## src/shared/pcm_defs.svh

```systemverilog
`ifndef PCM_DEFS_SVH
`define PCM_DEFS_SVH

// Register byte addresses on the register port
`define PCM_ADDR_HOST_CTLSTAT 16'h0184
`define PCM_ADDR_GUI_CTLSTAT 16'h1748
`define PCM_ADDR_DIAG 16'h1760

// Control/status field positions (lsb)
`define PCM_GUI_WB_LSB 0
`define PCM_GUI_INV_LSB 2
`define PCM_HOST_WB_LSB 4
`define PCM_HOST_INV_LSB 6
`define PCM_GUI_CLR_BIT 8
`define PCM_HOST_CLR_BIT 9
`define PCM_DIRTY_BIT 24
`define PCM_IN_CLR_BIT 25
`define PCM_IN_WB_BIT 26
`define PCM_INIT_BIT 27
`define PCM_MAINT_BIT 28
`define PCM_GUI_BUSY_BIT 29
`define PCM_HOST_BUSY_BIT 30
`define PCM_ANY_BUSY_BIT 31

// Reset value of the control/status image
`define PCM_CTLSTAT_RESET 32'h0000_0000

// Operation lengths in clock cycles
`define PCM_OP_CYCLES 64
`define PCM_INIT_CYCLES 32

`endif

```

## src/shared/pcm_pkg.sv

```systemverilog
`default_nettype none
package pcm_pkg;

  // Maintenance operation kinds, ordered by precedence
  typedef enum logic [1:0] {
    PCM_OP_IDLE = 2'b00,
    PCM_OP_WB = 2'b01,
    PCM_OP_INV = 2'b10,
    PCM_OP_CLR = 2'b11
  } pcm_op_t;

  // Whole state of the maintenance controller
  typedef struct packed {
    logic [1:0] gui_wb;
    logic [1:0] gui_inv;
    logic [1:0] host_wb;
    logic [1:0] host_inv;
    logic gui_clr;
    logic host_clr;
    logic in_wb;
    logic in_clr;
    logic init;
    logic dirty;
    logic trig_wb_q;
    logic trig_clr_q;
    logic [15:0] op_cnt;
    logic [15:0] init_cnt;
    pcm_op_t op;
    logic [31:0] rdata;
    logic gui_out;
    logic gui_refuse;
    logic host_refuse;
  } pcm_state_t;

endpackage : pcm_pkg
`default_nettype wire
```

## src/rtl/pcm_ctl.sv

```systemverilog
`timescale 1ns/1ps
`default_nettype none
`include "pcm_defs.svh"

// Summary of operation
// RULE1 - Flush field 11 writes back all dirty data; 01 or 10 one channel only
// RULE2 - Flushes never refuse GUI or host client operations
// RULE3 - Flush bits read one until done, then self-clear; GUI flush drives GUI busy
// RULE4 - Writing zeros does nothing; rewriting a set flush bit restarts the counter
// RULE5 - GUI and host flush written together run one flush shown in both
// RULE6 - GUI flush set while host flush pending restarts counter, runs as combined
// RULE7 - Software flush during input flush restarts counter; input flush bit stays
// RULE8 - Invalidate marks all data invalid, self-clears, refuses new GUI operations
// RULE9 - Rewrite restarts invalidate counter; combined invalidate refuses all clients
// RULE10 - Host fields mirror GUI ones, raising host busy and refusing host operations
// RULE11 - Purge writes back, invalidates, deallocates; GUI or host busy per bit
// RULE12 - Purge requested during flush or invalidate restarts that operation as purge
// RULE13 - Dirty status reads one while modified data is held; resets to zero
// RULE14 - Purge input rising edge starts purge, shown in status; restarts running op
// RULE15 - Flush input edge starts flush, shown in status; restarts running flush
// RULE16 - An init cycle runs right after reset release, shown in init status
// RULE17 - Maintenance busy reads one while any flush, invalidate or purge runs
// RULE18 - GUI busy covers GUI client work, GUI flush and GUI invalidate
// RULE19 - Host busy covers host client work, host flush and host invalidate
// RULE20 - Overall busy is OR of init, GUI, host busy and input flush status
// RULE21 - Writes act at once; reads return live status with no side effects
// RULE22 - Static enables pick trigger edges; bypass mode ignores all trigger edges
// RULE23 - Both register images show and drive the same command and status state
module pcm_ctl #(
  parameter int unsigned OP_CYCLES = `PCM_OP_CYCLES,
  parameter int unsigned INIT_CYCLES = `PCM_INIT_CYCLES
) (
  // Clock and reset
  input wire logic clk_i,
  input wire logic rst_b_i,
  // Register port
  input wire logic reg_wr_i,
  input wire logic reg_rd_i,
  input wire logic [15:0] reg_addr_i,
  input wire logic [31:0] reg_wdata_i,
  output logic [31:0] reg_rdata_o,
  // Static mode settings
  input wire logic writeback_rise_trigger_en_i,
  input wire logic writeback_fall_trigger_en_i,
  input wire logic clear_all_rise_trigger_en_i,
  input wire logic storage_bypass_en_i,
  // Trigger inputs from other logic
  input wire logic writeback_trigger_in_i,
  input wire logic clear_all_trigger_in_i,
  // Datapath and client status
  input wire logic gui_client_busy_i,
  input wire logic host_client_busy_i,
  input wire logic modified_data_present_i,
  // Status and control outputs
  output logic gui_active_out_o,
  output logic gui_refuse_o,
  output logic host_refuse_o,
  output pcm_pkg::pcm_op_t maint_op_o
);
  import pcm_pkg::*;

  localparam logic [15:0] OP_LAST = 16'(OP_CYCLES - 1);
  localparam logic [15:0] INIT_LAST = 16'(INIT_CYCLES - 1);

  pcm_state_t s;
  pcm_state_t next_s;
  logic wr_hit;
  logic restart;
  logic done;
  logic wb_edge;
  logic clr_edge;

  // Both images decode to the same state
  function automatic logic is_ctl(input logic [15:0] a);
    is_ctl = (a == `PCM_ADDR_GUI_CTLSTAT) || (a == `PCM_ADDR_HOST_CTLSTAT); // [RULE23]
  endfunction : is_ctl

  // Strongest pending request wins; a purge covers flush and invalidate
  function automatic pcm_op_t pick_op(input pcm_state_t st);
    if (st.gui_clr || st.host_clr || st.in_clr) begin
      pick_op = PCM_OP_CLR; // [RULE12]
    end else if ((|st.gui_inv) || (|st.host_inv)) begin
      pick_op = PCM_OP_INV;
    end else if ((|st.gui_wb) || (|st.host_wb) || st.in_wb) begin
      pick_op = PCM_OP_WB;
    end else begin
      pick_op = PCM_OP_IDLE;
    end
  endfunction : pick_op

  function automatic logic gui_busy(input pcm_state_t st, input logic client);
    gui_busy = client || (|st.gui_wb) || (|st.gui_inv) || st.gui_clr; // [RULE18] [RULE3]
  endfunction : gui_busy

  function automatic logic host_busy(input pcm_state_t st, input logic client);
    host_busy = client || (|st.host_wb) || (|st.host_inv) || st.host_clr; // [RULE19] [RULE10]
  endfunction : host_busy

  // Live status image; reserved bits read as zero
  function automatic logic [31:0] image(input pcm_state_t st, input logic gc, input logic hc);
    logic [31:0] v;
    v = `PCM_CTLSTAT_RESET;
    v[`PCM_GUI_WB_LSB +: 2] = st.gui_wb;
    v[`PCM_GUI_INV_LSB +: 2] = st.gui_inv;
    v[`PCM_HOST_WB_LSB +: 2] = st.host_wb;
    v[`PCM_HOST_INV_LSB +: 2] = st.host_inv;
    v[`PCM_GUI_CLR_BIT] = st.gui_clr;
    v[`PCM_HOST_CLR_BIT] = st.host_clr;
    v[`PCM_DIRTY_BIT] = st.dirty; // [RULE13]
    v[`PCM_IN_CLR_BIT] = st.in_clr; // [RULE14]
    v[`PCM_IN_WB_BIT] = st.in_wb; // [RULE15]
    v[`PCM_INIT_BIT] = st.init; // [RULE16]
    v[`PCM_MAINT_BIT] = (st.op != PCM_OP_IDLE); // [RULE17]
    v[`PCM_GUI_BUSY_BIT] = gui_busy(st, gc);
    v[`PCM_HOST_BUSY_BIT] = host_busy(st, hc);
    v[`PCM_ANY_BUSY_BIT] = st.init || gui_busy(st, gc) || host_busy(st, hc) || st.in_wb; // [RULE20]
    image = v;
  endfunction : image

  always_comb begin
    next_s = s;
    restart = 1'b0;
    wr_hit = reg_wr_i && is_ctl(reg_addr_i);
    // Init runs first; queued work waits so it starts on clean tags
    if (s.init) begin
      if (s.init_cnt == INIT_LAST) begin
        next_s.init = 1'b0; // [RULE16]
      end else begin
        next_s.init_cnt = s.init_cnt + 16'h0001;
      end
    end
    done = !s.init && (s.op != PCM_OP_IDLE) && (s.op_cnt == OP_LAST);
    if (done) begin
      case (s.op)
        PCM_OP_CLR: begin
          next_s.gui_wb = 2'h0;
          next_s.host_wb = 2'h0;
          next_s.gui_inv = 2'h0;
          next_s.host_inv = 2'h0;
          next_s.gui_clr = 1'b0;
          next_s.host_clr = 1'b0;
          next_s.in_wb = 1'b0;
          next_s.in_clr = 1'b0; // [RULE11]
        end
        PCM_OP_INV: begin
          next_s.gui_inv = 2'h0;
          next_s.host_inv = 2'h0; // [RULE8] [RULE9]
        end
        PCM_OP_WB: begin
          next_s.gui_wb = 2'h0;
          next_s.host_wb = 2'h0;
          next_s.in_wb = 1'b0; // [RULE3] [RULE5] [RULE7]
        end
        default: begin
        end
      endcase
      next_s.op_cnt = 16'h0000;
    end else if (!s.init && (s.op != PCM_OP_IDLE)) begin
      next_s.op_cnt = s.op_cnt + 16'h0001;
    end
    // Trigger edges; bypass means nothing is cached, so nothing to maintain
    next_s.trig_wb_q = writeback_trigger_in_i;
    next_s.trig_clr_q = clear_all_trigger_in_i;
    wb_edge = !storage_bypass_en_i &&
      ((writeback_rise_trigger_en_i && writeback_trigger_in_i && !s.trig_wb_q) ||
       (writeback_fall_trigger_en_i && !writeback_trigger_in_i && s.trig_wb_q)); // [RULE22]
    clr_edge = !storage_bypass_en_i && clear_all_rise_trigger_en_i &&
      clear_all_trigger_in_i && !s.trig_clr_q; // [RULE22]
    if (wb_edge) begin
      next_s.in_wb = 1'b1;
      restart = 1'b1; // [RULE15]
    end
    if (clr_edge) begin
      next_s.in_clr = 1'b1;
      restart = 1'b1; // [RULE14]
    end
    // Sets are applied after completion clears, so a set in the same cycle wins
    if (wr_hit) begin
      next_s.gui_wb = next_s.gui_wb | reg_wdata_i[`PCM_GUI_WB_LSB +: 2]; // [RULE1]
      next_s.gui_inv = next_s.gui_inv | reg_wdata_i[`PCM_GUI_INV_LSB +: 2]; // [RULE8]
      next_s.host_wb = next_s.host_wb | reg_wdata_i[`PCM_HOST_WB_LSB +: 2]; // [RULE10]
      next_s.host_inv = next_s.host_inv | reg_wdata_i[`PCM_HOST_INV_LSB +: 2]; // [RULE10]
      next_s.gui_clr = next_s.gui_clr | reg_wdata_i[`PCM_GUI_CLR_BIT]; // [RULE11]
      next_s.host_clr = next_s.host_clr | reg_wdata_i[`PCM_HOST_CLR_BIT]; // [RULE11]
      if (|reg_wdata_i[`PCM_HOST_CLR_BIT:0]) begin
        restart = 1'b1; // [RULE4] [RULE6] [RULE7] [RULE9] [RULE21]
      end
    end
    if (restart) begin
      next_s.op_cnt = 16'h0000; // [RULE12]
    end
    next_s.op = pick_op(next_s);
    next_s.dirty = modified_data_present_i; // [RULE13]
    // Reads are pure: only the returned word is updated
    next_s.rdata = (reg_rd_i && is_ctl(reg_addr_i)) ?
      image(s, gui_client_busy_i, host_client_busy_i) : 32'h0000_0000; // [RULE21]
    next_s.gui_out = gui_busy(next_s, gui_client_busy_i); // [RULE3]
    // Only invalidates refuse clients; flushes and purges let them through
    next_s.gui_refuse = |next_s.gui_inv; // [RULE2] [RULE8] [RULE9]
    next_s.host_refuse = |next_s.host_inv; // [RULE10]
  end

  always_ff @(posedge clk_i or negedge rst_b_i) begin
    if (!rst_b_i) begin
      s <= '0;
      s.init <= 1'b1; // [RULE16]
    end else begin
      s <= next_s;
    end
  end

  assign reg_rdata_o = s.rdata;
  assign gui_active_out_o = s.gui_out;
  assign gui_refuse_o = s.gui_refuse;
  assign host_refuse_o = s.host_refuse;
  assign maint_op_o = s.op;
endmodule : pcm_ctl
`default_nettype wire

```

## config.mk

```make
export PLATFORM = sky130hd
export DESIGN_NAME = pcm_ctl
export DESIGN_NICKNAME = d
export VERILOG_FILES = /design/src/shared/pcm_pkg.sv /design/src/rtl/pcm_ctl.sv
export VERILOG_INCLUDE_DIRS = /design/src /design/src/shared
export SDC_FILE = /design/constraint.sdc
export NUM_CORES = 1
export LEC_CHECK = 0
export BUFFER_PORTS_ARGS = -buffer_cell sky130_fd_sc_hd__buf_2
export CORE_ASPECT_RATIO = 2
export CORE_MARGIN = 3
export CORE_UTILIZATION = 55
export DETAILED_ROUTE_END_ITERATION = 8
export GPL_ROUTABILITY_DRIVEN = 0
export PLACE_DENSITY = 0.84
export SYNTH_ARGS = -nofsm -noshare
export SYNTH_HDL_FRONTEND = slang
export SYNTH_SLANG_ARGS = --single-unit
```

## constraint.sdc

```tcl
create_clock -name clk_i -period 6.47 [get_ports clk_i]
set_input_delay 0.647 -clock clk_i [delete_from_list [all_inputs] [get_ports clk_i]]
set_output_delay 0.647 -clock clk_i [all_outputs]
set_load 0.005 [all_outputs]
```

# [Yosys cells after proc, flatten, opt, wreduce, memory -nomap -nowiden]
# Cells that the tools add are included.
[word_totals] out_inout_bits=37 word_cells=109 input_bits=61 ff_bits=85
[classes] n_mux=24 n_reduce_logical=50 add_sub_neg=2 n_eq_ne=7 bitwise_logic=7
[ops] cell="16-bit 2-to-1 mux" count=3
[ops] cell="16-bit by 1-bit adder with 16-bit output (second input constant)" count=2
[ops] cell="32-bit 2-to-1 mux" count=1
[ops] cell="2-bit OR reduction" count=10
[ops] cell="1-bit logical OR" count=19
[ops] cell="16-bit by 13-bit equality test with 1-bit output (second input constant)" count=1
[ops] cell="16-bit by 5-bit equality test with 1-bit output (second input constant)" count=1
[ops] cell="16-bit by 6-bit equality test with 1-bit output (second input constant)" count=1
[ops] cell="16-bit by 9-bit equality test with 1-bit output (second input constant)" count=1
[ops] cell="2-bit 2-to-1 mux" count=7
[ops] cell="1-bit logical AND" count=12
[ops] cell="12-bit 2-to-1 mux" count=1
[ops] cell="1-bit 2-to-1 mux" count=11
[ops] cell="10-bit 2-to-1 mux" count=1
[ops] cell="10-bit OR reduction" count=1
[ops] cell="2-bit bitwise OR" count=4
[ops] cell="1-bit logical NOT" count=5
[ops] cell="2-bit equality test (second input constant)" count=2
[ops] cell="3-bit nonzero test" count=1
[ops] cell="2-bit by 1-bit equality test with 1-bit output (second input constant)" count=1
[ops] cell="1-bit bitwise OR" count=2
[ops] cell="2-bit AND reduction" count=1
[ops] cell="2-bit nonzero test" count=1
[ops] cell="1-bit inverter" count=1

# [Logic depth before layout (Yosys ltp)]
[logic_depth] word_depth=12 mapped_depth=9 depth_no_buf=7

# [Worst setup path after synthesis]
# No wires, ideal clock.
[synth_path] path_type="input port to flip-flop" from="input reg_addr_i[0]" to="register s[61] (netlist name)" setup_slack_ns=3.926 t_required_ns=6.392 cell_stages=6 t_arrival_ns=2.466 n_path_buf=1 cell_sequence="or4_1 a2111oi_4 a21oi_2 buf_2 or3_1 a21oi_1"
[synth_between] elab_chain_len=5 word_cells_on_any_way=7
[synth_lines] element="start, declared" line_no="pcm_ctl.sv:39" source="input wire logic [15:0] reg_addr_i,"
[synth_lines] element="16-bit by 13-bit equality test with 1-bit output (no line) / 16-bit by 9-bit equality test with 1-bit output (equally long branches)"
[synth_lines] element="1-bit logical OR *" line_no="pcm_ctl.sv:75" source="is_ctl = (a == `PCM_ADDR_GUI_CTLSTAT) || (a == `PCM_ADDR_HOST_CTLSTAT);"
[synth_lines] element="1-bit logical AND *" line_no="pcm_ctl.sv:123" source="wr_hit = reg_wr_i && is_ctl(reg_addr_i);"
[synth_lines] element="1-bit 2-to-1 mux *" line_no="pcm_ctl.sv:178" source="if (wr_hit) begin"
[synth_lines] element="3-bit nonzero test (no line) / 16-bit 2-to-1 mux (equally long branches)"
[synth_lines] element="end signal, assigned" line_no="pcm_ctl.sv:208" source="s <= next_s;"
[synth_lines] element="end, declared" line_no="pcm_ctl.sv:65" source="pcm_state_t s;"
# Every way passes the cells marked *; elsewhere a longest branch is shown, timed or not.
# A chain may end at the register's enable or synchronous reset.

# [Final worst setup path]
[layout_path] from="input reg_addr_i[0]" to="register s[68] (netlist name)"
# Same word-level chain as after synthesis.

==> summary.txt <==
DRC violations left -> 0
final slew viol count -> 0
synth unique cells -> 44
Fin. Hold Viols -> 0
headroom to the max-slew limit -> 0.305
Synth Register Bits -> 71
global-route wire length before repair -> 11,200 microns
fmax -> 329 MHz
Data required, critical path -> 6730 ps
post-synthesis sequential area ratio -> 0.525
WHS Path Cells -> 1
post-DP HPWL -> 4880 microns
worst-path cell chain -> buf_2 -> or4_1 -> a2111oi_4 -> a21oi_2 -> or4_1 -> a21oi_1
Die W -> 61.5 microns
filler instances -> 440
fin cells -> 434
postcts setup bufs -> 0
Initial Utilization -> 0.579
worst vdd ir -> 0.000166 V
RSZ-0062 raised after global routing -> false
Hold/Removal Path Class -> in -> reg
post-cts resize count -> 0
worst r2r path cells -> 7
Worst-Margin Slew -> 1040 ps
DRT Wirelength -> 6950 microns
Syn-to-layout area delta -> 14.0%
Syn Area/Cell -> 10.6 sq um
crit share post-route -> 0.470
crit-path max cell delay -> 830 ps
share of cells above drive strength 1 -> 0.223
Final setup viols -> 0
flop2flop setup slack -> 3960 ps
GRT Total Usage -> 0.213
CTS tree -> built
RR Endpoint -> maint_op_o[0]
sum of buffers and inverters on the critical path -> 1
placed cells -> 418
largest net degree at the start of global routing -> 72
Vias/cell -> 5.86
Routed wire per std cell -> 16.0 microns
Die Ht -> 117 microns
Synth Cell Area -> 3390 sq um
TritonCTS buffer count -> 9
CP most frequent cell -> or4_1
Ant. Diodes -> 0
Synth Warn # -> 0
Post-Route Utilization -> 0.660
status -> finished, final reports clean
FP Rows -> 39
Leak Pwr -> 1.93 nW
Worst-Skew Late Latency -> 330 ps
Place WS -> 3130 ps
max-cap violations -> 0
clk sink count -> 71
Worst Clk Skew -> 5.40 ps
Tmin final -> 3040 ps
number of port buffers -> 61
type of the worst setup path -> in -> reg
worst setup path startpoint -> reg_addr_i[0]
critical path's slowest cell -> a2111oi_4
Final WS setup -> 3430 ps
initial antenna violation count -> 0
H-Tree Depth -> 3
Critical Path Stages -> 6
CP endpoint -> s[68]
Post-CTS Hold Fix Bufs -> 0
Crit path max-delay family -> compound AO/OA/AOI/OAI gates
# nets final -> 431
Overflow after GRT -> 0
EDFF count, synth -> 0
Fin Setup TNS -> 0 ps
CORE AREA -> 5860 sq um
Root Driver -> clkbuf_16
CP Data Arrival Time -> 3300 ps
drt pass-1 iters -> 4
DR vias -> 2,543
Die ar. -> 7200 sq um
Async S/R FF share, synth -> 1.00
CP Capture Type -> flip-flop
vias in the first global route -> 2,532
DRT antenna net count -> 0
Clk pin slew, worst setup/hold paths -> 50 ps
Top FF cell, synth -> dfrtp_1
Ports -> 98
worst reg2reg startpoint -> s[53]
CTS Buffer Depth -> 2
initial detailed-routing violation count -> 158
crit start category -> input port
critical path peak fanout -> 18
PD cells -> 271 nW/um^2
Synth Instances -> 321
## worst min path at each step
stage / start / slack (ps) / endpoint
global route: modified_data_present_i / 420 / s[71]
floorplan: rst_b_i / 350 / gui_active_out_o
detailed placement: s[71] / 460 / reg_rdata_o[24]
CTS: clear_all_trigger_in_i / 420 / s[69]
finish: modified_data_present_i / 420 / s[71]
global placement: s[71] / 450 / reg_rdata_o[24]
## sequential cells by signal (all words and copies together), names as in the netlist
register	cells
host_refuse_o	1
s	48
reg_rdata_o	18
gui_refuse_o	1
maint_op_o	2
gui_active_out_o	1
## worst register-to-register path, cell delays in order, from the launching register on
cell	delay [ps]
dfrtp_1	390
ha_1	240
nor4bb_1	250
and4_1	430
nand3_1	310
a22o_1	300
nor4_1	300
o21ai_0	150
## cell usage in the layout, fill, tap and decap left out, drive strengths merged, types with 2 or more instances in the layout
master,n
buf,62
dfrtp,70
nand3b,3
nand2,21
xor2,7
o21ai,13
o22ai,2
and4,3
nor4b,2
nor2,20
a211o,2
o31ai,2
and3,11
a21o,3
and2,16
nor4,6
or3,6
a21oi,17
a22o,11
or4,7
nor3,4
nor2b,3
ha,2
conb,14
inv,5
xnor2,11
clkbuf,14
nand4,5
nand3,12
nor4bb,4
or2,2
o31a,2
## where the power goes
| part | leakage (nW) | total [mW] | internal [mW] | switching [mW] |
|---|---|---|---|---|
| logic | 0.823 | 0.0697 | 0.0313 | 0.0383 |
| registers | 0.953 | 0.473 | 0.459 | 0.0138 |
| clock network | 0.149 | 0.506 | 0.330 | 0.176 |
## Yosys cell counts, types with 2 or more instances
cell	count	share of area
nand2_1	21	0.023
nand3b_1	3	0.0066
nand3_1	12	0.018
or4_1	6	0.013
nor2b_1	3	0.0055
nor4bb_1	4	0.012
nand4_1	5	0.0092
nor2_1	20	0.022
o31ai_1	2	0.0044
and4_1	3	0.0078
a21oi_1	16	0.024
a22o_1	11	0.028
xor2_1	7	0.018
o31a_1	2	0.0052
nor4_1	6	0.011
or2_2	2	0.0037
o21ai_0	13	0.019
dfrtp_1	70	0.52
and3_1	11	0.020
o22ai_1	2	0.0037
and2_1	16	0.030
xnor2_1	11	0.028
clkbuf_1	4	0.0044
ha_1	2	0.0074
buf_4	34	0.075
nor4b_1	2	0.0052
a211o_1	2	0.0052
a21o_1	3	0.0066
nor3_1	4	0.0059
or3_1	6	0.011
inv_1	5	0.0055
## through the flow
step	instance area [sq um]	hold slack [ps]	power, mW
3_5_place_dp	3550	463	0.549
4_1_cts	3860	421	1.05
2_1_floorplan	3440	351	0.522
5_1_grt	3860	424	1.09
6_report	3860	421	1.05
3_3_place_gp	3550	448	0.545
## cells by family (layout without fill, tap and decap cells)
group | after synthesis | after routing | share of synthesized area
AOI/OAI and AO/OA | 57 | 57 | 0.118
xor gates and xnor gates | 18 | 18 | 0.0465
adders and majority gates | 2 | 2 | 0.00738
buffers and inverters | 44 | 83 | 0.0868
DFF | 71 | 71 | 0.525
muxes | 1 | 1 | 0.00332
other | 1 | 14 | 0.00111
and+or+nand+nor | 127 | 127 | 0.212
## layer usage
metal | up-vias | track usage | routed length, microns
met3 | 20 | 0.0593 | 365
met4 | 0 | 0.126 | 232
met5 | - | 0 | 0
met1 | 1246 | 0.212 | 2490
met2 | 84 | 0.374 | 3860
li1 | 1193 | - | -
## layout make-up
class / count / area [sq um] / area share
sequential: 71 / 1780 / 0.460
multi-input combinational: 219 / 1370 / 0.353
timing repair buffer: 62 / 313 / 0.0810
clock buffer: 14 / 274 / 0.0709
tap: 61 / 76.3 / 0.0198
clock inverter: 2 / 37.5 / 0.00972
inverter: 5 / 18.8 / 0.00486
Power figures use the tool's default switching activity.
